File: config.mk
export PLATFORM = sky130hd
export DESIGN_NAME = rxpf_top
export DESIGN_NICKNAME = d
export VERILOG_FILES = /design/src/logic/rxpf_top.v
export VERILOG_INCLUDE_DIRS = /design/src /design/src/logic
export SDC_FILE = /design/constraint.sdc
export NUM_CORES = 1
export LEC_CHECK = 0
export BUFFER_PORTS_ARGS = -buffer_cell sky130_fd_sc_hd__buf_2
export CAP_MARGIN = 20
export CORE_UTILIZATION = 62
export CTS_CLUSTER_SIZE = 10
export DETAILED_ROUTE_END_ITERATION = 10
export PLACE_DENSITY = 0.83
export SLEW_MARGIN = 20
export SYNTH_ARGS = -nofsm -noshare
export SYNTH_HDL_FRONTEND = slang
export SYNTH_SLANG_ARGS = --single-unit
File: constraint.sdc
create_clock -name clock -period 6.5 [get_ports clock]
set_input_delay 0.325 -clock clock [delete_from_list [all_inputs] [get_ports clock]]
set_output_delay 0.325 -clock clock [all_outputs]
set_load 0.03 [all_outputs]
File: src/logic/rxpf_regs.vh
// Purpose: Register map, field positions and constants of the rx buffer
// Assumes: AHB-Lite byte addresses, one 32-bit word per register
// Notes: Definitions only
`ifndef RXPF_REGS_VH
`define RXPF_REGS_VH

// Register byte offsets
`define RXPF_A_DATA 8'h00
`define RXPF_A_FILL 8'h04
`define RXPF_A_THR 8'h08
`define RXPF_A_STAT 8'h0c
`define RXPF_A_ERR 8'h10
`define RXPF_A_IEN 8'h14
`define RXPF_A_IRQ 8'h18
`define RXPF_A_MIRQ 8'h1c
`define RXPF_A_CFG 8'h20
`define RXPF_A_CRCGO 8'h24
`define RXPF_A_CRCH 8'h28
`define RXPF_A_CRCL 8'h2c
`define RXPF_A_RXCFG 8'h30
`define RXPF_A_WLO 8'h34
`define RXPF_A_WHI 8'h38

// Field positions
`define RXPF_F_FLUSH 7
`define RXPF_F_NE 0
`define RXPF_F_NF 1
`define RXPF_F_CRCRDY 2
`define RXPF_F_RXACT 3
`define RXPF_F_OVF 4
`define RXPF_F_CRCDONE 2
`define RXPF_F_MSB 2
`define RXPF_F_MULTI 0
`define RXPF_F_RXON 1
`define RXPF_F_CRCGO 0

// Reset values
`define RXPF_THR_RST 6'h08
`define RXPF_CFG_RST 3'h0
`define RXPF_WIN_RST 6'h00

// Buffer size and CRC constants
`define RXPF_DEPTH 7'd64
`define RXPF_BITS 3'd7
`define RXPF_SEED0 16'h0000
`define RXPF_SEED1 16'h6363
`define RXPF_SEED2 16'ha671
`define RXPF_SEED3 16'hffff
`define RXPF_POLY_M 16'h1021
`define RXPF_POLY_L 16'h8408
`define RXPF_MAX_OPEN 9'h100

`endif

File: src/logic/rxpf_top.v
// Purpose: 64-byte shared buffer with rx packet path, alerts and CRC unit
// Assumes: rx_* inputs synchronous to clock; rx_end never with rx_valid
// Notes: AHB-Lite slave, zero wait states except a data-port write
//
// Summary of operation
// - Multi-packet mode keeps receiving packets until software clears it.
// - A status byte of error flags follows each stored packet.
// - First byte of each packet is its length, stored first.
// - Buffer holds 64 bytes; write when full is dropped, sets overflow.
// - Length byte must be at least four times the minimum field.
// - Length byte below four times maximum field; zero means 256.
// - Packets outside the window are dropped; receiver stays active.
// - Two-bit select picks the CRC seed from four values.
// - CRC is 16 bits with polynomial x16+x12+x5+1.
// - CRC result reads as separate high and low byte registers.
// - Bit order control feeds bytes MSB first, else LSB first.
// - Host data-port write stores a byte and advances write pointer.
// - Host data-port read returns a byte and advances read pointer.
// - Seven-bit fill count equals write minus read pointer.
// - Flush resets pointers, zeroes count, clears overflow, drops bytes.
// - Overflow stays set until a flush.
// - Near-full is set when 64 minus count is at most threshold.
// - Near-empty is set when count is at most threshold.
// - Enabled alert rising to one asserts the interrupt pin.
// - Near-full rising edge sets the latched near-full request.
// - CRC request flag is set once the buffer has been consumed.
`timescale 1ns/1ps
`include "rxpf_regs.vh"

module rxpf_top (
  // Clock and reset
  input wire clock,
  input wire resetn,
  // AHB-Lite slave
  input wire hsel,
  input wire [31:0] haddr,
  input wire [1:0] htrans,
  input wire hwrite,
  input wire [2:0] hsize,
  input wire [31:0] hwdata,
  input wire hready,
  output reg [31:0] hrdata,
  output reg hreadyout,
  output reg hresp,
  // Receive decoder side
  input wire rx_valid,
  input wire [7:0] rx_data,
  input wire rx_end,
  input wire [3:0] rx_err,
  output reg rx_active,
  // Interrupt
  output reg irq
);

  // Buffer storage and pointers
  reg [7:0] mem [0:63];
  reg [6:0] wp_reg;
  reg [6:0] rp_reg;
  wire [6:0] fill = wp_reg - rp_reg;
  wire full = (fill == `RXPF_DEPTH);
  wire empty = (fill == 7'd0);

  // Software-visible state
  reg [5:0] thr_reg;
  reg ovf_reg;
  reg [3:0] err_reg;
  reg [1:0] ien_reg;
  reg [1:0] irqf_reg;
  reg crc_done_reg;
  reg [2:0] cfg_reg;
  reg multi_reg;
  reg [5:0] wlo_reg;
  reg [5:0] whi_reg;
  reg ne_reg;
  reg nf_reg;

  // Bus pipeline
  reg d_wr_reg;
  reg [7:0] d_addr_reg;
  reg hw_pend_reg;
  reg [7:0] hw_data_reg;

  // Receive packet state
  reg rx_first_reg;
  reg rx_keep_reg;

  // CRC engine
  localparam C_IDLE = 2'd0;
  localparam C_FETCH = 2'd1;
  localparam C_SHIFT = 2'd2;
  reg [1:0] c_state_reg;
  reg [15:0] crc_reg;
  reg [7:0] c_sh_reg;
  reg [2:0] c_cnt_reg;
  reg crc_rdy_reg;

  // Address phase
  wire a_sel = hsel & htrans[1] & hready;
  wire [7:0] a_addr = haddr[7:0];
  wire d_we = d_wr_reg & hready;
  wire [7:0] wd8 = hwdata[7:0];

  // Software strobes
  wire w_data = d_we & (d_addr_reg == `RXPF_A_DATA);
  wire w_fill = d_we & (d_addr_reg == `RXPF_A_FILL);
  wire w_irq = d_we & (d_addr_reg == `RXPF_A_IRQ);
  wire w_mirq = d_we & (d_addr_reg == `RXPF_A_MIRQ);
  wire w_rxcfg = d_we & (d_addr_reg == `RXPF_A_RXCFG);
  wire w_crcgo = d_we & (d_addr_reg == `RXPF_A_CRCGO)
               & wd8[`RXPF_F_CRCGO];
  wire flush = w_fill & wd8[`RXPF_F_FLUSH];

  // Length window check
  wire [8:0] len9 = {1'b0, rx_data};
  wire [8:0] lo9 = {1'b0, wlo_reg, 2'b00};
  wire [8:0] hi9 = (whi_reg == 6'h00) ? `RXPF_MAX_OPEN
                 : {1'b0, whi_reg, 2'b00};
  wire lo_ok = (len9 >= lo9);
  wire hi_ok = (len9 < hi9);
  wire in_win = lo_ok & hi_ok;

  // Receive writes: length byte, payload, then status byte
  wire rx_take = rx_active & rx_valid;
  wire rx_bwr = rx_take & (rx_first_reg ? in_win : rx_keep_reg);
  wire rx_swr = rx_active & rx_end & ~rx_first_reg & rx_keep_reg;
  wire rx_wr = rx_bwr | rx_swr;
  wire [7:0] rx_status = {4'h0, rx_err};
  wire [7:0] rx_wdata = rx_swr ? rx_status : rx_data;

  // Write arbitration, receiver first
  wire host_wr = hw_pend_reg & ~rx_wr;
  wire wr_any = rx_wr | host_wr;
  wire [7:0] wdata = rx_wr ? rx_wdata : hw_data_reg;
  wire wr_ok = wr_any & ~full;
  wire ovf_set = wr_any & full;

  // Read arbitration, host first
  wire host_pop = a_sel & ~hwrite & (a_addr == `RXPF_A_DATA) & ~empty;
  wire crc_pop = (c_state_reg == C_FETCH) & ~empty & ~host_pop;
  wire pop = host_pop | crc_pop;

  // Alert levels
  wire [6:0] room = `RXPF_DEPTH - fill;
  wire nf_now = (room <= {1'b0, thr_reg});
  wire ne_now = (fill <= {1'b0, thr_reg});
  wire hw_pend_next = (hw_pend_reg & rx_wr) | w_data;

  // CRC step on one bit
  wire c_bit = cfg_reg[`RXPF_F_MSB] ? c_sh_reg[7] : c_sh_reg[0];
  wire fb_m = crc_reg[15] ^ c_bit;
  wire fb_l = crc_reg[0] ^ c_bit;
  wire [15:0] crc_m = {crc_reg[14:0], 1'b0} ^ (fb_m ? `RXPF_POLY_M : 16'h0);
  wire [15:0] crc_l = {1'b0, crc_reg[15:1]} ^ (fb_l ? `RXPF_POLY_L : 16'h0);
  wire [7:0] sh_m = {c_sh_reg[6:0], 1'b0};
  wire [7:0] sh_l = {1'b0, c_sh_reg[7:1]};
  reg [15:0] seed;

  always @* begin
    case (cfg_reg[1:0])
      2'd0: seed = `RXPF_SEED0;
      2'd1: seed = `RXPF_SEED1;
      2'd2: seed = `RXPF_SEED2;
      2'd3: seed = `RXPF_SEED3;
      default: seed = `RXPF_SEED0;
    endcase
  end

  // Read data mux for the address phase
  reg [31:0] rmux;
  always @* begin
    rmux = 32'h0;
    case (a_addr)
      `RXPF_A_DATA: rmux[7:0] = empty ? 8'h00 : mem[rp_reg[5:0]];
      `RXPF_A_FILL: rmux[6:0] = fill;
      `RXPF_A_THR: rmux[5:0] = thr_reg;
      `RXPF_A_STAT: rmux[3:0] = {rx_active, crc_rdy_reg, nf_reg, ne_reg};
      `RXPF_A_ERR: rmux[4:0] = {ovf_reg, err_reg};
      `RXPF_A_IEN: rmux[1:0] = ien_reg;
      `RXPF_A_IRQ: rmux[1:0] = irqf_reg;
      `RXPF_A_MIRQ: rmux[`RXPF_F_CRCDONE] = crc_done_reg;
      `RXPF_A_CFG: rmux[2:0] = cfg_reg;
      `RXPF_A_CRCH: rmux[7:0] = crc_reg[15:8];
      `RXPF_A_CRCL: rmux[7:0] = crc_reg[7:0];
      `RXPF_A_RXCFG: rmux[1:0] = {rx_active, multi_reg};
      `RXPF_A_WLO: rmux[5:0] = wlo_reg;
      `RXPF_A_WHI: rmux[5:0] = whi_reg;
      default: rmux = 32'h0;
    endcase
  end

  // Buffer array, no reset
  always @(posedge clock) begin
    if (wr_ok) begin
      mem[wp_reg[5:0]] <= wdata;
    end
  end

  // Pointers and overflow
  always @(posedge clock or negedge resetn) begin
    if (!resetn) begin
      wp_reg <= 7'd0;
      rp_reg <= 7'd0;
      ovf_reg <= 1'b0;
    end else begin
      if (flush) begin
        wp_reg <= 7'd0;
        rp_reg <= 7'd0;
      end else begin
        if (wr_ok) begin
          wp_reg <= wp_reg + 7'd1;
        end
        if (pop) begin
          rp_reg <= rp_reg + 7'd1;
        end
      end
      if (ovf_set) begin
        ovf_reg <= 1'b1;
      end else if (flush) begin
        ovf_reg <= 1'b0;
      end
    end
  end

  // Bus slave
  always @(posedge clock or negedge resetn) begin
    if (!resetn) begin
      d_wr_reg <= 1'b0;
      d_addr_reg <= 8'h00;
      hw_pend_reg <= 1'b0;
      hw_data_reg <= 8'h00;
      hrdata <= 32'h0;
      hreadyout <= 1'b1;
      hresp <= 1'b0;
    end else begin
      hresp <= 1'b0;
      if (hready) begin
        d_wr_reg <= a_sel & hwrite;
        d_addr_reg <= a_addr;
      end
      if (a_sel & ~hwrite) begin
        hrdata <= rmux;
      end
      if (w_data) begin
        hw_data_reg <= wd8;
      end
      hw_pend_reg <= hw_pend_next;
      hreadyout <= ~hw_pend_next;
    end
  end

  // Configuration and interrupt registers
  always @(posedge clock or negedge resetn) begin
    if (!resetn) begin
      thr_reg <= `RXPF_THR_RST;
      ien_reg <= 2'b00;
      cfg_reg <= `RXPF_CFG_RST;
      wlo_reg <= `RXPF_WIN_RST;
      whi_reg <= `RXPF_WIN_RST;
      ne_reg <= 1'b1;
      nf_reg <= 1'b0;
      irqf_reg <= 2'b00;
      irq <= 1'b0;
    end else begin
      if (d_we) begin
        case (d_addr_reg)
          `RXPF_A_THR: thr_reg <= wd8[5:0];
          `RXPF_A_IEN: ien_reg <= wd8[1:0];
          `RXPF_A_CFG: cfg_reg <= wd8[2:0];
          `RXPF_A_WLO: wlo_reg <= wd8[5:0];
          `RXPF_A_WHI: whi_reg <= wd8[5:0];
          default: ;
        endcase
      end
      ne_reg <= ne_now;
      nf_reg <= nf_now;
      // Request flags: rising edge sets, write one clears, set wins
      irqf_reg[`RXPF_F_NE] <= (ne_now & ~ne_reg)
        | (irqf_reg[`RXPF_F_NE] & ~(w_irq & wd8[`RXPF_F_NE]));
      irqf_reg[`RXPF_F_NF] <= (nf_now & ~nf_reg)
        | (irqf_reg[`RXPF_F_NF] & ~(w_irq & wd8[`RXPF_F_NF]));
      irq <= |(irqf_reg & ien_reg);
    end
  end

  // Receive control
  always @(posedge clock or negedge resetn) begin
    if (!resetn) begin
      multi_reg <= 1'b0;
      rx_active <= 1'b0;
      rx_first_reg <= 1'b1;
      rx_keep_reg <= 1'b0;
      err_reg <= 4'h0;
    end else begin
      if (rx_take & rx_first_reg) begin
        rx_first_reg <= 1'b0;
        rx_keep_reg <= in_win;
      end
      if (rx_active & rx_end) begin
        rx_first_reg <= 1'b1;
        rx_keep_reg <= 1'b0;
        if (rx_swr) begin
          err_reg <= rx_err;
          if (!multi_reg) begin
            rx_active <= 1'b0;
          end
        end
      end
      if (w_rxcfg) begin
        multi_reg <= wd8[`RXPF_F_MULTI];
        rx_active <= wd8[`RXPF_F_RXON];
        if (!rx_active) begin
          rx_first_reg <= 1'b1;
          rx_keep_reg <= 1'b0;
        end
      end
    end
  end

  // CRC coprocessor
  always @(posedge clock or negedge resetn) begin
    if (!resetn) begin
      c_state_reg <= C_IDLE;
      crc_reg <= `RXPF_SEED0;
      c_sh_reg <= 8'h00;
      c_cnt_reg <= 3'd0;
      crc_rdy_reg <= 1'b0;
      crc_done_reg <= 1'b0;
    end else begin
      case (c_state_reg)
        C_IDLE: begin
          if (w_crcgo) begin
            crc_reg <= seed;
            crc_rdy_reg <= 1'b0;
            c_state_reg <= C_FETCH;
          end
        end
        C_FETCH: begin
          if (empty) begin
            crc_rdy_reg <= 1'b1;
            c_state_reg <= C_IDLE;
          end else if (crc_pop) begin
            c_sh_reg <= mem[rp_reg[5:0]];
            c_cnt_reg <= 3'd0;
            c_state_reg <= C_SHIFT;
          end
        end
        C_SHIFT: begin
          if (cfg_reg[`RXPF_F_MSB]) begin
            crc_reg <= crc_m;
            c_sh_reg <= sh_m;
          end else begin
            crc_reg <= crc_l;
            c_sh_reg <= sh_l;
          end
          c_cnt_reg <= c_cnt_reg + 3'd1;
          if (c_cnt_reg == `RXPF_BITS) begin
            c_state_reg <= C_FETCH;
          end
        end
        default: c_state_reg <= C_IDLE;
      endcase
      if ((c_state_reg == C_FETCH) & empty) begin
        crc_done_reg <= 1'b1;
      end else if (w_mirq & wd8[`RXPF_F_CRCDONE]) begin
        crc_done_reg <= 1'b0;
      end
    end
  end

endmodule // rxpf_top

==> key figures, run 1 <==
Outcome
  • Status: completed

CTS
  • H-tree depth: 3
  • Buffer count from post-CTS setup fixing: 0
  • Clock sink total: 621
  • CTS tree: built
  • Cts hold-fix bufs: 7
  • Skew-Pair Late Insertion Delay: 0.62 ns
  • Root Driver: clkbuf_16
  • CTS Buf Count: 73
  • Clk buf depth: 3
  • Reg clk slew, reported paths: 0.06 ns
  • Resized cells post-CTS: 0

Power and ir drop
  • Total power: 9520 µW
  • Power per cell area: 316 nW/µm²
  • Max VDD drop: 0.333 mV
  • Cell Int Power: 7150 µW
  • Comb power frac: 13.7%
  • NetSw: 2370 µW
  • Register share of total power: 47.3%
  • Switch share: 24.9%
  • Leakage: 0.0102 µW
  • Clock Power Share: 39.0%

STA
  • Fmax: 0.216 GHz
  • Hold slack: 0.0285 ns
  • Post-layout min period: 4.64 ns
  • Max-slew violation count: 0
  • Slew @ Worst Pin: 1.15 ns
  • Fin crit share: 71.3%
  • Final Setup Violations: 0
  • Slew headroom: 22.3%
  • Skew final: 0.0249 ns
  • Final Hold Fails: 0
  • Setup TNS: 0 ns
  • RSZ-0062 raised after global routing: false

Setup path
  • R2r startpoint: rp_reg[0]
  • Worst Path Max Fanout: 20
  • Reg2reg end: mem[54][3]
  • CP required: 6.74 ns
  • CP Capture Type: flop
  • Crit path DAT: 4.87 ns
  • R2r setup slk: 1.86 ns
  • Startpoint Class: flop
  • Worst setup path category: reg -> reg
  • Reg2Reg Depth: 10

GRT
  • Total grt overflow: 0
  • Initial antenna violation count: 0
  • Vias in the first global route: 16214
  • First-pass GRT wire length: 101000 µm
  • Global-route usage over all layers: 31.4%
  • Largest net degree at the start of global routing: 75

Synthesis
  • Mux cell area share after synthesis: 15.6%
  • Sequential share of the synthesized area: 67.0%
  • Post-Synth Adder-Cell Area: 1.60%
  • Largest family of logic cells by synthesized area: multiplexers
  • Netlist Area Pre-Place: 27000 µm²
  • Fraction of registers with async set/reset: 17.6%
  • Ys flop type: edfxtp_1
  • Number of flops mapped to enable cells by yosys: 512
  • Synth cell types: 79
  • Synthesis Warnings: 0
  • Syn Inst Count: 1658
  • Synth Area in XOR/XNOR: 0.676%
  • Complex-gate fraction of the synthesized area: 5.71%
  • Yosys reg bits: 621
  • Post-Synth Simple-Gate Area: 6.50%
  • Syn avg cell area: 16.3 µm²

Floorplan
  • Die area: 44400 µm²
  • Num rows: 76
  • Ports: 124
  • Die width: 211 µm
  • Chip Height: 211 µm
  • Starting Density: 62.7%
  • CORE AREA: 43100 µm²

Cells and area
  • Non-Filler Instances: 2369
  • Nets@finish: 1870
  • Share of cells above drive strength 1: 22.6%
  • Max FFs per register: 512
  • Ant. Diodes: 0
  • # fillers: 2614
  • Area Overhead vs Synth: 11.5%
  • Register area: 18100 µm²
  • Area occupied by multi-input gates: 8300 µm²

Routing
  • Final WL: 67600 µm
  • Remaining antenna violation count: 0
  • DRC Markers: 0
  • Routed length per placed instance: 28.5 µm
  • DR pass1 iterations: 5
  • Vias: 16004
  • 1st-iter DRT viols: 2022
  • Vias per cell: 6.76

Placement
  • Placed insts: 2251
  • Port Buffers: 46
  • Placer Congestion: 0.928
  • Hpwl dp: 41500 µm

Job
  • MaxCap Viol Count: 0

Min path
  • Hold Crit Depth: 2
  • WHS Endpoint: thr_reg[3]
  • Min-delay worst type: in -> reg
  • Min-delay src: hwdata[3]
==> worst max path at each step <==
stage,startpoint,to,slack [ns]
final,rp_reg[0],mem[54][3],1.86
after global routing,rp_reg[0],hrdata[3],1.58
after CTS,rp_reg[0],mem[39][7],1.86
after detailed placement,rp_reg[0],mem[54][7],1.89
after global placement,rp_reg[0],hrdata[3],1.98
after floorplan,wlo_reg[1],mem[0][0],1.25
==> power groups by stage <==
| stage | clock network [µW] | logic, µW | registers [µW] |
|---|---|---|---|
| CTS | 3740 | 1310 | 4500 |
| finish | 3710 | 1300 | 4500 |
| floorplan | 0 | 1060 | 4510 |
| global route | 3890 | 1420 | 4510 |
| global placement | 0 | 1250 | 4570 |
| detailed placement | 0 | 1290 | 4580 |
==> stage by stage <==
stage | util [%] | cell area [µm²] | setup slack, ns
after floorplan | - | 27100 | 1.25
after global placement | 64.8 | 27900 | 1.98
after detailed placement | 64.8 | 27900 | 1.89
after CTS | 69.9 | 30100 | 1.86
after global routing | 69.9 | 30100 | 1.58
final | 69.9 | 30100 | 1.86
==> routing by layer <==
layer	share of wire, %	track usage (%)	wire length (µm)	vias up
li1	-	-	-	6707
met1	37	40.5	24800	8152
met2	50	52.2	34000	949
met3	8.6	6.42	5780	196
met4	4.4	14.1	3000	0
met5	0	0	0	-
==> cells in the mapped netlist, drive strengths merged (40+ instances only) <==
cell | n | share of area [%]
clkbuf | 52 | 0.72
a21oi | 49 | 0.94
o21ai | 58 | 1.1
dfrtp | 105 | 9.7
mux2i | 54 | 2.0
mux2 | 48 | 2.0
edfxtp | 512 | 57
buf | 63 | 1.6
inv | 40 | 0.56
nor2 | 89 | 1.2
nand2 | 103 | 1.4
mux4 | 139 | 12
==> worst max-delay path, stage by stage, from the launching register on <==
cell and delay (ns):
dfrtp_4 0.66, ha_1 0.24, inv_1 0.05, fa_1 0.41, a211oi_2 0.29, o31ai_1 0.12
a21oi_2 0.22, xor2_2 0.35, nor2_2 0.19, or4b_1 0.89, nor2_1 0.81
==> final cells by class <==
class,count,area share (%)
Multi-Input combinational cell,905,27.6
Timing Repair Buffer,106,2.33
Clock buffer,100,6.40
Clock inverter,11,0.640
Sequential cell,621,60.1
Inverter,41,0.511
Tap cell,585,2.43
==> placed cells by master, fill, tap and decap left out, types with 40 or more instances in the layout <==
master	n
dfrtp_1	102
o21ai_0	46
mux4_2	139
edfxtp_1	512
buf_2	45
clkbuf_16	73
inv_1	40
buf_4	54
nand2_1	103
a21oi_1	47
mux2i_1	54
nor2_1	84
mux2_2	48
==> cell families after synthesis <==
| family | Yosys count |
|---|---|
| other | 1 |
| adder cells (fa/ha/maj) | 34 |
| multiplexers | 241 |
| AND/OR/NAND/NOR | 355 |
| AO/OA/AOI/OAI | 230 |
| buffers and inverters | 156 |
| XOR/XNOR | 20 |
| flip-flops | 621 |
No activity file was read; power rests on OpenSTA's default activity.
==> inputs of run 2 (changes only) <==
Settings changed: CORE_UTILIZATION 62 to 56, PLACE_DENSITY 0.83 to 0.8.
Clock period 6.5 ns to 4 ns, I/O delays scaled along.
==> run 2 against run 1 <==
  * Routed wire length fell by 3.3%
  * Flip-flop and latch count stayed put
  * Utilization is 5.9 points lower
  * Critical endpoint is now mem[45][0]
  * Highest routed layer unchanged
==> key figures, run 2 (same netlist as run 1, synthesis figures left out) <==
Setup path
  • Worst setup path category: reg -> reg (unchanged)
  • Critical Path Max Stage Delay: 0.77 ns (was 0.89 ns)
  • Startpoint Class: flop (unchanged)
  • Cell-by-cell trace of the critical path: inv_1, ha_1, inv_1, fa_1, inv_1, ha_1, inv_1, or2_2, a2111oi_1, nand3_1, nor2_2, or4b_1, nor2_1 (was ha_1, inv_1, fa_1, a211oi_2, o31ai_1, a21oi_2, xor2_2, nor2_2, or4b_1, nor2_1)
  • Top cell by count, worst path: inv_1
  • R2r setup slk: 0.16 ns (was 1.86 ns)
  • CP Capture Type: flop (unchanged)
  • Crit path DAT: 4.08 ns (was 4.87 ns)
  • Critical-path top delay cell: or4b_1 (unchanged)
  • Reg2Reg Depth: 13 (was 10)
  • R2r startpoint: wp_reg[0] (was rp_reg[0])
  • Worst Path Max Fanout: 8 (was 20)
  • CP required: 4.23 ns (was 6.74 ns)
  • Reg2reg end: mem[45][0] (was mem[54][3])

Routing
  • Vias: 15880 (was 16004)
  • Vias per cell: 6.53 (was 6.76)
  • DR pass1 iterations: 7 (was 5)
  • DRC Markers: 0 (unchanged)
  • 1st-iter DRT viols: 1647 (was 2022)
  • Final WL: 65300 µm (was 67600 µm)
  • Remaining antenna violation count: 0 (unchanged)
  • Routed length per placed instance: 26.9 µm (was 28.5 µm)

Power and ir drop
  • Cell Int Power: 11500 µW (was 7150 µW)
  • Max VDD drop: 0.380 mV (was 0.333 mV)
  • Register share of total power: 47.7% (was 47.3%)
  • Switch share: 24.7% (was 24.9%)
  • Comb power frac: 14.2% (was 13.7%)
  • Power per cell area: 501 nW/µm² (was 316 nW/µm²)
  • NetSw: 3780 µW (was 2370 µW)
  • Leakage: 0.0104 µW (was 0.0102 µW)
  • Clock Power Share: 38.1% (was 39.0%)

STA
  • Skew final: 0.0239 ns (was 0.0249 ns)
  • Fmax: 0.260 GHz (was 0.216 GHz)
  • Post-layout min period: 3.84 ns (was 4.64 ns)
  • Setup TNS: 0 ns (unchanged)
  • Max-slew violation count: 0 (unchanged)
  • RSZ-0062 raised after global routing: true (was false)
  • Final Setup Violations: 0 (unchanged)
  • Final Hold Fails: 0 (unchanged)
  • Fin crit share: 96.1% (was 71.3%)
  • Slew @ Worst Pin: 1.09 ns (was 1.15 ns)
  • Slew headroom: 27.6% (was 22.3%)

Floorplan
  • Starting Density: 56.7% (was 62.7%)
  • Chip Height: 222 µm (was 211 µm)
  • Die width: 222 µm (was 211 µm)
  • Num rows: 80 (was 76)
  • CORE AREA: 47600 µm² (was 43100 µm²)
  • Ports: 124 (unchanged)
  • Die area: 49100 µm² (was 44400 µm²)

Cells and area
  • Most common cell after layout, fill and taps aside: edfxtp_1 (unchanged)
  • Util after Layout: 64.0% (was 69.9%)
  • Area Overhead vs Synth: 12.9% (was 11.5%)
  • Nets@finish: 1910 (was 1870)
  • # fillers: 3237 (was 2614)
  • Most frequent cells in the layout: edfxtp_1, mux4_2, nand2_1 (unchanged)
  • Share of cells above drive strength 1: 24.4% (was 22.6%)
  • Ant. Diodes: 0 (unchanged)
  • Max FFs per register: 512 (unchanged)

GRT
  • Initial antenna violation count: 0 (unchanged)
  • Vias in the first global route: 16058 (was 16214)
  • First-pass GRT wire length: 99700 µm (was 101000 µm)
  • Total grt overflow: 0 (unchanged)
  • Global-route usage over all layers: 27.4% (was 31.4%)
  • Largest net degree at the start of global routing: 125 (was 75)

Placement
  • Placer Congestion: 0.908 (was 0.928)
  • Port Buffers: 46 (unchanged)
  • Hpwl dp: 40400 µm (was 41500 µm)

Min path
  • Min-delay src: hwdata[0] (was hwdata[3])
  • Hold Crit Depth: 3 (was 2)
  • Min-delay worst type: in -> reg (unchanged)
  • WHS Endpoint: irqf_reg[0] (was thr_reg[3])

Outcome
  • Status: completed (unchanged)

CTS
  • CTS tree: built (unchanged)
  • H-tree depth: 3 (unchanged)
  • Buffer count from post-CTS setup fixing: 0 (unchanged)
  • Skew-Pair Late Insertion Delay: 0.61 ns (was 0.62 ns)
  • Clock sink total: 621 (unchanged)
  • CTS Buf Count: 73 (unchanged)
  • Root Driver: clkbuf_16 (unchanged)
  • Reg clk slew, reported paths: 0.06 ns (about the same)
  • Clk buf depth: 3 (unchanged)

Job
  • MaxCap Viol Count: 0 (unchanged)
run 2: changes by cell type in the layout (fill, tap and decap cells not counted), sizes merged:
cell,before,now
dlygate4sd3,7,21
bufinv,2,0
buf,99,125
inv,44,42
clkbuf,100,95
run 2: routing by layer:
metal	track usage [%]	routed length [µm]	share of wire, %	vias to the layer above
li1	-	-	-	6766
met1	37.0	25400	39	8094
met2	45.2	32500	50	875
met3	4.92	5290	8.1	145
met4	9.23	2080	3.2	0
met5	0	0	0	-
run 2: critical path, delay by kind of cell (launching register included):
kind / cells / cell delay, ns
and+or+nand+nor: 5 / 1.78
adders and majority gates: 3 / 0.96
DFF: 1 / 0.38
buffers and inverters: 4 / 0.28
AOI/OAI and AO/OA: 1 / 0.06
run 2: how the worst max path moves through the flow:
stage / start / end / slack (ns) / depth (start not counted)
global route: wp_reg[0] / mem[29][3] / -0.009 / 14
floorplan: rp_reg[1] / mem[50][0] / -0.16 / 15
finish: wp_reg[0] / mem[45][0] / 0.16 / 13
detailed placement: wp_reg[0] / mem[37][3] / 0.11 / 13
CTS: wp_reg[0] / mem[37][3] / 0.08 / 13
global placement: wp_reg[0] / mem[5][1] / 0.27 / 14
run 2: per-stage QoR:
step	total power (µW)	std cells	hold slack [ns]	setup slack (ns)	instance area (µm²)
finish	15300	2430	0.0516	0.156	30500
global route	15800	2430	0.0763	-0.00871	30500
CTS	15400	2430	0.0281	0.0795	30500
detailed placement	9560	2307	0.449	0.109	28300
global placement	9480	2307	0.435	0.273	28300
floorplan	9050	1682	-0.0956	-0.162	27200
run 2: what timing repair did:
item | 4_1_cts | 5_1_grt
hold buffers | 21 | 0
endpoints found under the setup margin | 0 | 110
gates resized for setup | 0 | 5
hold endpoints to repair | 109 | 0
run 2: cell type report:
cell class | instances | area (µm²) | share of cell area (%)
inverter | 41 | 154 | 0.504
clock inverter | 7 | 97.6 | 0.320
sequential | 621 | 18100 | 59.4
timing repair buffer | 146 | 1090 | 3.57
multi-input combinational | 905 | 8370 | 27.4
clock buffer | 95 | 1920 | 6.29
tap | 615 | 769 | 2.52
run 2: power by group through the flow:
stage	clock [µW]	sequential, µW	combinational, µW
final	5820	7280	2170
after global routing	6120	7290	2380
after CTS	5900	7280	2190
after detailed placement	0	7400	2160
after global placement	0	7400	2080
after floorplan	0	7330	1720
